$ cat config.mk
export PLATFORM = sky130hd
export DESIGN_NAME = cpc_config_port
export DESIGN_NICKNAME = d
export VERILOG_FILES = /design/src/verilog/cpc_pkg.sv /design/src/verilog/cpc_config_port.sv /design/src/verilog/cpc_buf2.sv
export SDC_FILE = /design/constraint.sdc
export NUM_CORES = 1
export LEC_CHECK = 0
export BUFFER_PORTS_ARGS = -buffer_cell sky130_fd_sc_hd__buf_2
export CAP_MARGIN = 10
export CORE_MARGIN = 10
export CORE_UTILIZATION = 55
export CTS_CLUSTER_DIAMETER = 120
export DETAILED_ROUTE_END_ITERATION = 8
export PLACE_DENSITY = 0.73
export SLEW_MARGIN = 20
export SYNTH_ARGS = -nofsm -noshare
export SYNTH_HDL_FRONTEND = slang
export SYNTH_HIERARCHICAL = 1
export SYNTH_SLANG_ARGS = --single-unit
$ cat constraint.sdc
create_clock -name sys_clk -period 3.5 [get_ports sys_clk]
set_input_delay 0 -clock sys_clk [delete_from_list [all_inputs] [get_ports sys_clk]]
set_output_delay 0 -clock sys_clk [all_outputs]
set_load 0.005 [all_outputs]
$ cat src/verilog/cpc_pkg.sv
package cpc_pkg;
   // Clock and timing
   localparam int unsigned CLK_PERIOD_PS = 5000;
   localparam int unsigned CLEAR_TIME_NS = 1000;
   localparam int unsigned CLEAR_CYCLES  =
      (CLEAR_TIME_NS * 1000 + CLK_PERIOD_PS - 1) / CLK_PERIOD_PS;
   localparam int unsigned CLR_CNT_W     = $clog2(CLEAR_CYCLES + 1);

   // Data widths
   localparam int unsigned BYTE_W = 8;
   localparam int unsigned MODE_W = 3;

   // Mode select pin encodings
   localparam logic [MODE_W-1:0] MODE_SER_MASTER = 3'h0;
   localparam logic [MODE_W-1:0] MODE_SER_SLAVE  = 3'h7;
   localparam logic [MODE_W-1:0] MODE_PAR_MASTER = 3'h3;
   localparam logic [MODE_W-1:0] MODE_PAR_SLAVE  = 3'h6;
   localparam logic [MODE_W-1:0] MODE_SCAN       = 3'h5;

   // Pin levels
   localparam logic RW_WRITE = 1'b0;
   localparam logic RW_READ  = 1'b1;

   typedef enum logic [3:0] {
      CPC_CLEAR  = 4'h1,
      CPC_HOLD   = 4'h2,
      CPC_LOAD   = 4'h4,
      CPC_DONE   = 4'h8
   } cpc_state_e;
endpackage

$ cat src/verilog/cpc_config_port.sv
`timescale 1ns/1ps
module cpc_config_port
   import cpc_pkg::*;
(
   // Clock and reset
   input  wire logic              sys_clk,
   input  wire logic              rst,
   // Configuration restart request from the device core
   input  wire logic              clear_req,
   // Mode and option pins
   input  wire logic [MODE_W-1:0] mode_select_pins,
   input  wire logic              port_retain,
   // Parallel port control pins
   input  wire logic              port_sel_n,
   input  wire logic              read_write_sel,
   input  wire logic              xfer_strobe,
   input  wire logic [BYTE_W-1:0] cfg_data_pins,
   // Serial data input pin
   input  wire logic              serial_din,
   // Busy / serial-out shared pin
   output logic                   busy_dout_out,
   output logic                   busy_dout_oe,
   // Init/error open-drain pin
   input  wire logic              init_err_in,
   output logic                   init_err_out,
   output logic                   init_err_oe,
   // Byte stream to configuration core
   output logic                   cfg_byte_valid,
   input  wire logic              cfg_byte_ready,
   output logic [BYTE_W-1:0]      cfg_byte_data,
   // Core feedback
   input  wire logic              cfg_error,
   input  wire logic              cfg_finished,
   // Status
   output logic                   config_done,
   output logic                   port_pins_active,
   output logic                   read_refused
);
   // Two-flop synchronisers for every pin input except port_retain, which is used unsynchronised
   logic [1:0]        sel_n_sync_reg;
   logic [1:0]        rw_sync_reg;
   logic [1:0]        strb_sync_reg;
   logic [1:0]        din_sync_reg;
   logic [1:0]        init_sync_reg;
   logic [MODE_W-1:0] mode_s1_reg;
   logic [MODE_W-1:0] mode_s2_reg;
   logic [BYTE_W-1:0] data_s1_reg;
   logic [BYTE_W-1:0] data_s2_reg;

   always_ff @(posedge sys_clk or posedge rst)
   begin
      if (rst)
      begin
         sel_n_sync_reg <= 2'h3;
         rw_sync_reg    <= 2'h3;
         strb_sync_reg  <= 2'h0;
         din_sync_reg   <= 2'h0;
         init_sync_reg  <= 2'h3;
         mode_s1_reg    <= '0;
         mode_s2_reg    <= '0;
         data_s1_reg    <= '0;
         data_s2_reg    <= '0;
      end
      else
      begin
         sel_n_sync_reg <= {sel_n_sync_reg[0], port_sel_n};
         rw_sync_reg    <= {rw_sync_reg[0], read_write_sel};
         strb_sync_reg  <= {strb_sync_reg[0], xfer_strobe};
         din_sync_reg   <= {din_sync_reg[0], serial_din};
         init_sync_reg  <= {init_sync_reg[0], init_err_in};
         mode_s1_reg    <= mode_select_pins;
         mode_s2_reg    <= mode_s1_reg;
         data_s1_reg    <= cfg_data_pins;
         data_s2_reg    <= data_s1_reg;
      end
   end

   logic strb_prev_reg;
   logic strb_rise;

   always_ff @(posedge sys_clk or posedge rst)
   begin
      if (rst)
         strb_prev_reg <= 1'b0;
      else
         strb_prev_reg <= strb_sync_reg[1];
   end

   assign strb_rise = strb_sync_reg[1] & ~strb_prev_reg;

   // Sequencer
   cpc_state_e            state_reg;
   cpc_state_e            state_next;
   logic [CLR_CNT_W-1:0]  clr_cnt_reg;
   logic                  clr_over;
   logic [MODE_W-1:0]     mode_reg;
   logic                  err_reg;

   assign clr_over = (clr_cnt_reg == CLR_CNT_W'(CLEAR_CYCLES - 1));

   always_comb
   begin
      state_next = state_reg;
      case (state_reg)
         CPC_CLEAR:
            if (clr_over)
               state_next = CPC_HOLD;
         CPC_HOLD:
            if (init_sync_reg[1])
               state_next = CPC_LOAD;
         CPC_LOAD:
            if (cfg_finished & ~err_reg)
               state_next = CPC_DONE;
         CPC_DONE:
            state_next = CPC_DONE;
         default:
            state_next = CPC_CLEAR;
      endcase
      if (clear_req)
         state_next = CPC_CLEAR;
   end

   always_ff @(posedge sys_clk or posedge rst)
   begin
      if (rst)
         state_reg <= CPC_CLEAR;
      else
         state_reg <= state_next;
   end

   always_ff @(posedge sys_clk or posedge rst)
   begin
      if (rst)
         clr_cnt_reg <= '0;
      else if (state_reg != CPC_CLEAR || clear_req)
         clr_cnt_reg <= '0;
      else if (!clr_over)
         clr_cnt_reg <= clr_cnt_reg + CLR_CNT_W'(1);
   end

   // Mode is caught when clearing ends so a late strap change mid-load is ignored
   always_ff @(posedge sys_clk or posedge rst)
   begin
      if (rst)
         mode_reg <= MODE_SCAN;
      else if (state_reg == CPC_CLEAR && clr_over)
         mode_reg <= mode_s2_reg;
   end

   // Error flag holds until the next memory clear; the core's report wins
   always_ff @(posedge sys_clk or posedge rst)
   begin
      if (rst)
         err_reg <= 1'b0;
      else if (state_reg == CPC_LOAD && cfg_error)
         err_reg <= 1'b1;
      else if (state_reg == CPC_CLEAR)
         err_reg <= 1'b0;
   end

   logic mode_par;
   logic mode_ser;
   logic loading;
   logic port_on;

   assign mode_par = (mode_reg == MODE_PAR_MASTER) || (mode_reg == MODE_PAR_SLAVE);
   assign mode_ser = (mode_reg == MODE_SER_MASTER) || (mode_reg == MODE_SER_SLAVE);
   assign loading  = (state_reg == CPC_LOAD) & ~err_reg;
   assign port_on  = mode_par & (loading | ((state_reg == CPC_DONE) & port_retain));

   // Byte capture into the buffer
   logic              buf_in_valid;
   logic              buf_in_ready;
   logic [BYTE_W-1:0] buf_in_data;
   logic              sel_active;
   logic              par_take;
   logic              par_read;
   logic [BYTE_W-1:0] ser_shift_reg;
   logic [2:0]        ser_cnt_reg;
   logic              ser_take;

   assign sel_active = ~sel_n_sync_reg[1];
   assign par_take   = port_on & sel_active & strb_rise & (rw_sync_reg[1] == RW_WRITE);
   assign par_read   = port_on & sel_active & strb_rise & (rw_sync_reg[1] == RW_READ);
   assign ser_take   = loading & mode_ser & strb_rise;

   // Readback is not supported; a read strobe is only flagged
   always_ff @(posedge sys_clk or posedge rst)
   begin
      if (rst)
         read_refused <= 1'b0;
      else
         read_refused <= par_read;
   end

   always_ff @(posedge sys_clk or posedge rst)
   begin
      if (rst)
      begin
         ser_shift_reg <= '0;
         ser_cnt_reg   <= 3'h0;
      end
      else if (!loading)
         ser_cnt_reg <= 3'h0;
      else if (ser_take)
      begin
         ser_shift_reg <= {ser_shift_reg[BYTE_W-2:0], din_sync_reg[1]};
         ser_cnt_reg   <= ser_cnt_reg + 3'h1;
      end
   end

   logic ser_byte_ready_reg;

   always_ff @(posedge sys_clk or posedge rst)
   begin
      if (rst)
         ser_byte_ready_reg <= 1'b0;
      else
         ser_byte_ready_reg <= ser_take & (ser_cnt_reg == 3'h7);
   end

   // A full serial byte arriving while busy is dropped; serial hosts have no throttle
   assign buf_in_valid = par_take | ser_byte_ready_reg;
   assign buf_in_data  = ser_byte_ready_reg ? ser_shift_reg : data_s2_reg;

   cpc_buf2 #(
      .WIDTH (BYTE_W)
   ) cpc_buf2_inst (
      .sys_clk   (sys_clk),
      .rst       (rst),
      .in_valid  (buf_in_valid),
      .in_ready  (buf_in_ready),
      .in_data   (buf_in_data),
      .out_valid (cfg_byte_valid),
      .out_ready (cfg_byte_ready),
      .out_data  (cfg_byte_data)
   );

   // Shared busy / serial-out pin
   always_ff @(posedge sys_clk or posedge rst)
   begin
      if (rst)
      begin
         busy_dout_out <= 1'b0;
         busy_dout_oe  <= 1'b0;
      end
      else if (port_on)
      begin
         busy_dout_out <= ~buf_in_ready;
         busy_dout_oe  <= 1'b1;
      end
      else if (mode_ser && loading)
      begin
         busy_dout_out <= din_sync_reg[1];
         busy_dout_oe  <= 1'b1;
      end
      else
      begin
         busy_dout_out <= 1'b0;
         busy_dout_oe  <= 1'b0;
      end
   end

   // Open drain: only ever pulls low, released lets the pull-up win
   always_ff @(posedge sys_clk or posedge rst)
   begin
      if (rst)
         init_err_oe <= 1'b1;
      else
         init_err_oe <= (state_next == CPC_CLEAR) | (err_reg & (state_reg == CPC_LOAD));
   end

   assign init_err_out = 1'b0;

   always_ff @(posedge sys_clk or posedge rst)
   begin
      if (rst)
      begin
         config_done      <= 1'b0;
         port_pins_active <= 1'b0;
      end
      else
      begin
         config_done      <= (state_next == CPC_DONE);
         port_pins_active <= port_on;
      end
   end
endmodule

$ cat src/verilog/cpc_buf2.sv
`timescale 1ns/1ps
module cpc_buf2
#(
   parameter int unsigned WIDTH = 8
)
(
   // Clock and reset
   input  wire logic             sys_clk,
   input  wire logic             rst,
   // Fill side
   input  wire logic             in_valid,
   output logic                  in_ready,
   input  wire logic [WIDTH-1:0] in_data,
   // Drain side
   output logic                  out_valid,
   input  wire logic             out_ready,
   output logic [WIDTH-1:0]      out_data
);
   logic [WIDTH-1:0] mem_reg [2];
   logic             wr_ptr_reg;
   logic             rd_ptr_reg;
   logic [1:0]       count_reg;
   logic             push;
   logic             pop;

   assign in_ready  = (count_reg != 2'h2);
   assign out_valid = (count_reg != 2'h0);
   assign push      = in_valid & in_ready;
   assign pop       = out_valid & out_ready;

   always_ff @(posedge sys_clk or posedge rst)
   begin
      if (rst)
      begin
         wr_ptr_reg <= 1'b0;
         rd_ptr_reg <= 1'b0;
         count_reg  <= 2'h0;
      end
      else
      begin
         if (push)
            wr_ptr_reg <= ~wr_ptr_reg;
         if (pop)
            rd_ptr_reg <= ~rd_ptr_reg;
         if (push & ~pop)
            count_reg <= count_reg + 2'h1;
         else if (pop & ~push)
            count_reg <= count_reg - 2'h1;
      end
   end

   always_ff @(posedge sys_clk)
   begin
      if (push)
         mem_reg[wr_ptr_reg] <= in_data;
   end

   // Storage is flopped, so the head word is a register output
   assign out_data = mem_reg[rd_ptr_reg];
endmodule

==> flow_summary.ini, run 1 <==
[run_status]
outcome = completed

[cts]
clock_path_buffers = 2
tritoncts = built
clk-insertion-delay-late_ps = 340
clk_pin_slew_ps = 80
cts_inserted_buffers = 9
clockRootBuffer = clkbuf_8
cts.sink_count = 87
ctsHtreeMaxLevel = 3

[power]
power.switching_fraction_pct = 19.7
power.combinational.fraction_pct = 3.7
switch_pwr_mw = 0.367
internal-power_mw = 1.49
leakage_nw = 1.82
clkPwrFrac_pct = 39.0
share_of_total_power_in_sequential_cells_pct = 57.3
power_density_mw_per_mm2 = 466
vdd_ir_drop_max_mv = 0.335

[synthesis]
yosys_cell_types = 44
ys_ff_latch = 87
synth_area_leader_cell = dfrtp_1
yosysWarningCount = 6
synthesis.instances = 223
synthesis.area_mm2 = 0.00334
seq_area_frac_synth_pct = 67.9
synth_top_cells_by_area = dfrtp_1 46%, edfxtp_1 14%, dfstp_2 7.9%
synth_nets = 250
postSynthAreaPerCell_um2 = 15.0
synthDominantCellAreaShare_pct = 45.7

[sta]
transition_time_at_the_pin_with_the_least_slew_margin_ps = 820
setup_repair_after_global_routing_missed_its_margin = no
maxClockFrequency_mhz = 419
layout_min_cycle_time_ps = 2390
report.final.slew_viol_count = 0
finalClockSkew_ps = 5.72
worst_slew_margin_rel_pct = 45.3
timing.final.setup_violations = 0
timing.setup.tns_ps = 0
final.period_utilization_pct = 68.2
hold_viol_final = 0

[cells_and_area]
fin_nets = 311
antenna-diode-count = 0
layout.cells.most_common = dfrtp_1
final_layout_size_suffix_gt1_share_pct = 33.6
largest_register_ffs = 16
most-common-layout-cells = 61 x dfrtp_1, 37 x buf_2, 20 x dlygate4sd3_1, 19 x mux2_2, 17 x nor2_1
finish.utilization_pct = 67.4
area_growth_syn_to_layout_pct = 19.3

[placement]
port_buffers = 37
gp_congestion = 0.804
place.detailed.hpwl_mm = 3.62

[drt]
avgViaCountPerCell = 4.99
drt-initial-drc-count = 40
firstDrtPassIters = 4
antenna_left = 0
wl_per_cell_um = 14.3
via_count = 1817
wirelength_mm = 5.22
drc = 0

[flow_run]
max_cap_viol_count = 0

[setup_path]
critPathBufInv = 0
start_kind = register
crit_type = reg2reg
cp_top_family = simple AND/OR/NAND/NOR gates
max_stage_delay_ps = 510
cp-end-kind = register
timing.critical_path.cells = nand2b_1 > o22ai_1 > nand3_1 > o41ai_1 > nand2_1 > nor2_1
cpMaxStageDelayCell = nor2_1
crit_arrival_ps = 2370
critical_path_required_ps = 3480
worstPathMaxFanout = 9

[floorplanning]
fp.dieArea_mm2 = 0.00959
core_area_mm2 = 0.00592
placement_rows = 28
die_w_um = 98.0
design.portCount = 39
floorplan.initialDensity_pct = 56.4
die_height_um = 98.0

[min_path]
min-delay-path-class = in2reg

[grt]
grt_pass1_vias = 1938
globalRouteTotalUtil_pct = 11.6
overflow_left_after_global_routing = 0
globalRouteMet1Util_pct = 14.1
busiest_layer = met2
grt_pass1_wl_mm = 9.16
grt.met3_usage_pct = 4.09
grt_max_degree = 52
globalRouteMet2Util_pct = 18.2
antenna_found_initial = 0
power by group through the flow:
stage                     combinational, mW  sequential (mW)  clock, mW
after floorplan                      0.0311             1.08          0
after global placement               0.0508             1.08          0
after detailed placement             0.0523             1.08          0
after CTS                            0.0704             1.06      0.740
after global routing                 0.0782             1.07      0.795
final                                0.0692             1.06      0.725
per-layer routing:
metal  vias to the layer above  part of all wire, %
met5                         -                    0
met3                        11                  5.1
met1                       881                   45
met4                         0                  2.0
li1                        891                    -
met2                        34                   48
cell usage after synthesis (all sizes together):
master / count
dfstp: 10
edfxtp: 16
xnor2: 6
or2: 1
nand2b: 7
mux2: 27
or4b: 1
clkbuf: 3
o211ai: 2
o22ai: 1
or4: 1
or3: 1
nor2b: 2
mux2i: 4
nor3: 4
dfrtp: 61
a22o: 1
ha: 4
nor2: 17
o21ai: 4
xor2: 8
buf: 6
o41ai: 1
o2bb2ai: 1
nand2: 6
nor4b: 2
nor4: 4
inv: 6
nand3: 4
a21oi: 1
a21boi: 1
and3: 5
conb: 1
or2b: 2
a22oi: 1
nand4: 1
worst reg2reg max path: stages, from the launching register on:
cell	delay [ps]
dfrtp_1	480
nand2b_1	180
o22ai_1	140
nand3_1	190
o41ai_1	350
nand2_1	170
nor2_1	510
metrics by stage:
stage	setup slack, ps	cell area, um^2	hold WS, ps	total power, mW	instances
floorplan	1380	3340	-234	1.11	223
global placement	1180	3570	-91.7	1.14	328
detailed placement	1100	3570	-88.7	1.14	328
CTS	1100	3990	70.9	1.87	364
global route	917	3990	97.8	1.94	364
finish	1110	3990	69.8	1.86	364
timing repair:
action / in CTS / in global routing
resized for setup: 0 / 0
hold endpoints to repair: 65 / 0
hold buffers: 20 / 0
setup buffers: 0 / 0
path summary, 6_finish.rpt:
path	start	end	slack, ps	cells after the start
setup / recovery	state_reg[3]	cpc_buf2_inst/mem_reg[0][0]	1110	6
hold / removal	cfg_finished	state_reg[2]	70	4
setup reg to reg	state_reg[3]	cpc_buf2_inst/mem_reg[0][0]	1110	6
hold reg to reg	data_s1_reg[3]	data_s2_reg[3]	350	0
max in group asynchronous	rst	data_s2_reg[5]	2450	4
min in group asynchronous	rst	cpc_buf2_inst/count_reg[1]	90	3
cell type report:
cell class / instances / area (um^2)
Multi-Input combinational cell: 121 / 986
Sequential cell: 87 / 2270
Clock inverter: 5 / 82.6
Inverter: 6 / 23.8
Clock buffer: 11 / 131
Tap cell: 75 / 93.8
Timing Repair Buffer: 59 / 400
Fill cell: 415 / 1930
logic make-up after synthesis:
group | count (synthesis) | synth area share (%)
multiplexers | 31 | 11.2
AND/OR/NAND/NOR | 58 | 10.4
AO/OA/AOI/OAI | 13 | 2.66
flip-flops | 87 | 67.9
XOR/XNOR | 14 | 3.67
other | 1 | 0.112
buffers and inverters | 15 | 2.58
adder cells (fa/ha/maj) | 4 | 1.50
Power figures use the tool's default switching activity.
==> inputs of run 2 (changes only) <==
Clock period 3.5 ns to 2.3 ns, I/O delays scaled along.
==> run 2 against run 1 <==
Compared with the run above: utilization up 0.40 points; global-route usage grew 0.99 points; critical path depth grew 4; register-to-register slack worse by 920 ps; hold slack gained 2.9 ps; via count up 1.5%; fmax up 13%; setup slack worse by 920 ps; die area stayed put.
==> flow_summary.ini, run 2 (synthesis results as in run 1) <==
[drt]
avgViaCountPerCell = 4.99
drt-initial-drc-count = 82
wirelength_mm = 5.65
firstDrtPassIters = 4
via_count = 1845
antenna_left = 0
drc = 0
wl_per_cell_um = 15.3

[cts]
clk_pin_slew_ps = 90
postCtsSetupRepairBufs = 0
cts.sink_count = 87
post_cts.resized_instances = 0
tritoncts = built
clock_path_buffers = 2
ctsHtreeMaxLevel = 3
cts_inserted_buffers = 9
postCtsHoldBufs = 20
clk-insertion-delay-late_ps = 340
clockRootBuffer = clkbuf_8

[floorplanning]
core_area_mm2 = 0.00592
die_w_um = 98.0
design.portCount = 39
die_height_um = 98.0
fp.dieArea_mm2 = 0.00959
placement_rows = 28
floorplan.initialDensity_pct = 56.4

[power]
power_mw = 2.76
vdd_ir_drop_max_mv = 0.575
power_density_mw_per_mm2 = 689
leakage_nw = 1.86

[sta]
transition_time_at_the_pin_with_the_least_slew_margin_ps = 561
timing.setup.tns_ps = 0
layout_min_cycle_time_ps = 2110
timing.final.setup_violations = 0
hold_viol_final = 0
whs_ps = 72.7
setup_ws_ps = 188
final.period_utilization_pct = 91.8
setup_repair_after_global_routing_missed_its_margin = no
maxClockFrequency_mhz = 474
worst_slew_margin_rel_pct = 62.2
finalClockSkew_ps = 8.27
report.final.slew_viol_count = 0

[grt]
grt_pass1_wl_mm = 9.76
antenna_found_initial = 0
grt_pass1_vias = 2031
overflow_left_after_global_routing = 0
grt_max_degree = 29
globalRouteTotalUtil_pct = 12.6

[min_path]
min-delay-path-class = in2reg

[placement]
dp.cells = 334
placement.setup.worst_slack_ps = 196
place.detailed.hpwl_mm = 3.90
port_buffers = 37
gp_congestion = 0.764

[setup_path]
cp-end-kind = register
crit_arrival_ps = 2340
start_kind = register
crit_type = reg2reg
worstPathMaxFanout = 4
critical_path_required_ps = 2530

[cells_and_area]
fill_count = 436
layout.cells.most_common = dfrtp_1
area_growth_syn_to_layout_pct = 20.0
largest_register_ffs = 16
fin_nets = 317
final-instance-count-excl-fill = 370
antenna-diode-count = 0
most-common-layout-cells = 61 x dfrtp_1, 37 x buf_2, 20 x dlygate4sd3_1, 19 x mux2_2, 17 x nor2_1
final_layout_size_suffix_gt1_share_pct = 35.3

[flow_run]
max_cap_viol_count = 0

[run_status]
outcome = completed
==> run 2: changes by cell type in the layout (fill, tap and decap cells not counted), sizes merged <==
cell      change
buf           +6
bufinv        -1
clkbuf        -2
clkinv        +2
clkinvlp      -3
inv           +4
==> run 2: per-layer routing <==
| layer | vias to the layer above | track usage (%) | part of all wire [%] |
|---|---|---|---|
| met5 | - | 0 | 0 |
| met4 | 0 | 4.36 | 1.3 |
| met3 | 5 | 4.79 | 4.8 |
| met2 | 29 | 19.9 | 50 |
| met1 | 912 | 15.4 | 44 |
| li1 | 899 | - | - |
==> run 2: final timing paths <==
kind | slack (ps) | cells past startpoint | startpoint | endpoint
max reg2reg | 190 | 10 | mode_reg[0] | cpc_buf2_inst/count_reg[1]
max | 190 | 10 | mode_reg[0] | cpc_buf2_inst/count_reg[1]
min reg2reg | 350 | 0 | data_s1_reg[2] | data_s2_reg[2]
min | 70 | 4 | cfg_finished | state_reg[2]
max in group asynchronous | 1380 | 4 | rst | data_s1_reg[4]
min in group asynchronous | 100 | 3 | rst | cpc_buf2_inst/count_reg[1]
==> run 2: area by class of cell <==
class | instances | area, um^2 | area share, %
clock buffer | 9 | 124 | 3.09
timing repair buffer | 65 | 445 | 11.1
clock inverter | 7 | 70.1 | 1.75
multi-input combinational | 121 | 986 | 24.6
inverter | 6 | 22.5 | 0.561
tap | 75 | 93.8 | 2.34
sequential | 87 | 2270 | 56.6
==> run 2: critical path, stage by stage (launching register included) <==
cell     delay, ps
dfstp_2        560
xnor2_1         70
nor3_1         140
nand3_1        140
o41ai_1        330
nand2_1        170
inv_1           90
ha_1           160
xor2_1         160
nor2_1          70
xor2_1         140
==> run 2: metrics by stage <==
stage	utilization [%]	instance area, um^2
CTS	67.8	4010
floorplan	-	3340
global route	67.8	4010
detailed placement	61.1	3620
global placement	61.1	3620
finish	67.8	4010
==> run 2: where the power goes <==
group | leakage, nW | internal, mW | switching [mW]
Combinational | 0.722 | 0.0548 | 0.0528
Clock | 0.102 | 0.506 | 0.529
Sequential | 1.04 | 1.61 | 0.0145
Total | 1.86 | 2.17 | 0.597
==> inputs of run 3 (changes only) <==
--- a/config.mk
+++ b/config.mk
@@ -14,2 +14,3 @@
 export PLACE_DENSITY = 0.73
+export SETUP_SLACK_MARGIN = 0.5
 export SLEW_MARGIN = 20
--- a/constraint.sdc
+++ b/constraint.sdc
@@ -3,2 +3,2 @@
 set_output_delay 0 -clock sys_clk [all_outputs]
-set_load 0.005 [all_outputs]
+set_load 0.02 [all_outputs]
==> run 3 against run 2 <==
Compared with the run above: clock power is 11% lower; via count is 2.7% higher; clock skew is 2.9 ps higher; highest routed layer unchanged; register-to-register slack hardly changed; utilization is 1.8 points higher; critical path type unchanged; critical endpoint is now cpc_buf2_inst/mem_reg[0][0]; cell area is 2.7% higher; largest cell class unchanged.
==> flow_summary.ini, run 3 (synthesis results as in run 1) <==
[cells_and_area]
fill_count = 440
largest_register_ffs = 16
finish.utilization_pct = 69.6
area_growth_syn_to_layout_pct = 23.3
final_layout_size_suffix_gt1_share_pct = 41.0
antenna-diode-count = 0
fin_nets = 322
layout.cells.most_common = dfrtp_1
most-common-layout-cells = 59 x dfrtp_1, 37 x buf_2, 20 x dlygate4sd3_1, 19 x mux2_2, 16 x edfxtp_1

[sta]
final.period_utilization_pct = 92.4
hold_viol_final = 0
timing.final.setup_violations = 0
worst_slew_margin_rel_pct = 62.5
finalClockSkew_ps = 11.2
maxClockFrequency_mhz = 470
layout_min_cycle_time_ps = 2130
transition_time_at_the_pin_with_the_least_slew_margin_ps = 557
report.final.slew_viol_count = 0
setup_repair_after_global_routing_missed_its_margin = yes
timing.setup.tns_ps = 0

[grt]
grt_pass1_vias = 2064
globalRouteTotalUtil_pct = 12.6
overflow_left_after_global_routing = 0
grt_pass1_wl_mm = 9.81
antenna_found_initial = 0
grt_max_degree = 25

[floorplanning]
die_height_um = 98.0
design.portCount = 39
die_w_um = 98.0
core_area_mm2 = 0.00592
floorplan.initialDensity_pct = 56.4
fp.dieArea_mm2 = 0.00959
placement_rows = 28

[cts]
clk-insertion-delay-late_ps = 350
clock_path_buffers = 2
cts.sink_count = 87
clockRootBuffer = clkbuf_8
cts_inserted_buffers = 9
ctsHtreeMaxLevel = 3
tritoncts = built
clk_pin_slew_ps = 80

[drt]
wirelength_mm = 5.50
antenna_left = 0
firstDrtPassIters = 4
drc = 0
drt-initial-drc-count = 44
wl_per_cell_um = 14.7
via_count = 1894
avgViaCountPerCell = 5.05

[flow_run]
max_cap_viol_count = 0

[setup_path]
timing.critical_path.cells = xnor2_2 > nor3_2 > nand3_2 > o41ai_4 > nand2_1 > buf_4 > nor2_4
crit_arrival_ps = 2160
cp-end-kind = register
critical_path_required_ps = 2330
cpMaxStageDelayCell = dfstp_2
worstPathMaxFanout = 8
crit_type = reg2reg
max_stage_delay_ps = 570
cp_top_family = simple AND/OR/NAND/NOR gates
critPathBufInv = 1
start_kind = register

[power]
internal-power_mw = 2.07
power_density_mw_per_mm2 = 644
power.combinational.fraction_pct = 4.1
share_of_total_power_in_sequential_cells_pct = 61.1
leakage_nw = 1.89
clkPwrFrac_pct = 34.8
switch_pwr_mw = 0.579
power.switching_fraction_pct = 21.8
vdd_ir_drop_max_mv = 0.498

[placement]
place.detailed.hpwl_mm = 3.83
port_buffers = 37
gp_congestion = 0.771

[min_path]
min-delay-path-class = in2reg

[run_status]
outcome = completed
==> run 3: tightest hold or removal path: cells and delay by family <==
family	cells	cell delay [ps]
buf+inv	1	100
compound gates	2	200
simple gates	1	90
==> run 3: cell type report <==
type / count / area [um^2] / area share, %
sequential: 87 / 2270 / 55.1
multi-input combinational: 121 / 1070 / 26.0
timing repair buffer: 70 / 487 / 11.8
clock buffer: 10 / 138 / 3.34
tap: 75 / 93.8 / 2.28
clock inverter: 6 / 36.3 / 0.881
inverter: 6 / 22.5 / 0.547
==> run 3: final timing paths <==
| check | from | to | slack [ps] | depth (start not counted) |
|---|---|---|---|---|
| hold / removal | cfg_finished | state_reg[2] | 70 | 4 |
| max in group asynchronous | rst | mode_reg[2] | 1370 | 4 |
| hold reg to reg | data_s1_reg[5] | data_s2_reg[5] | 340 | 0 |
| setup reg to reg | mode_reg[0] | cpc_buf2_inst/mem_reg[0][0] | 170 | 7 |
| min in group asynchronous | rst | cpc_buf2_inst/count_reg[0] | 100 | 3 |
| setup / recovery | mode_reg[0] | cpc_buf2_inst/mem_reg[0][0] | 170 | 7 |
==> run 3: repair_timing <==
action	4_1_cts	5_1_grt
hold endpoints to repair	46	0
pin swaps	4	8
endpoints found under the setup margin	26	28
resized for setup	6	9
buffers inserted	5	3
hold buffers	20	0
==> run 3: metal layers <==
layer / global-route usage [%] / routed length, um / share of wire [%] / up-vias
li1: - / - / - / 912
met1: 15.7 / 2460 / 45 / 937
met2: 19.1 / 2740 / 50 / 38
met3: 5.07 / 229 / 4.2 / 7
met4: 5.03 / 76 / 1.4 / 0
met5: 0 / 0 / 0 / -
==> run 3: power groups by stage <==
stage / combinational [mW] / clock [mW] / sequential [mW]
floorplan: 0.0493 / 0 / 1.65
global placement: 0.0810 / 0 / 1.65
detailed placement: 0.0836 / 0 / 1.65
CTS: 0.110 / 0.959 / 1.62
global route: 0.122 / 1.04 / 1.63
finish: 0.108 / 0.923 / 1.62
==> run 3: through the flow <==
step / worst slack [ps] / power [mW] / instances / area (um^2) / hold slack, ps
after floorplan: 370 / 1.70 / 223 / 3370 / -234
after global placement: 294 / 1.73 / 331 / 3610 / -84.7
after detailed placement: 236 / 1.74 / 331 / 3610 / -80.8
after CTS: 339 / 2.69 / 372 / 4050 / 57.1
after global routing: 28.1 / 2.79 / 375 / 4120 / 91.8
final: 174 / 2.65 / 375 / 4120 / 71.3
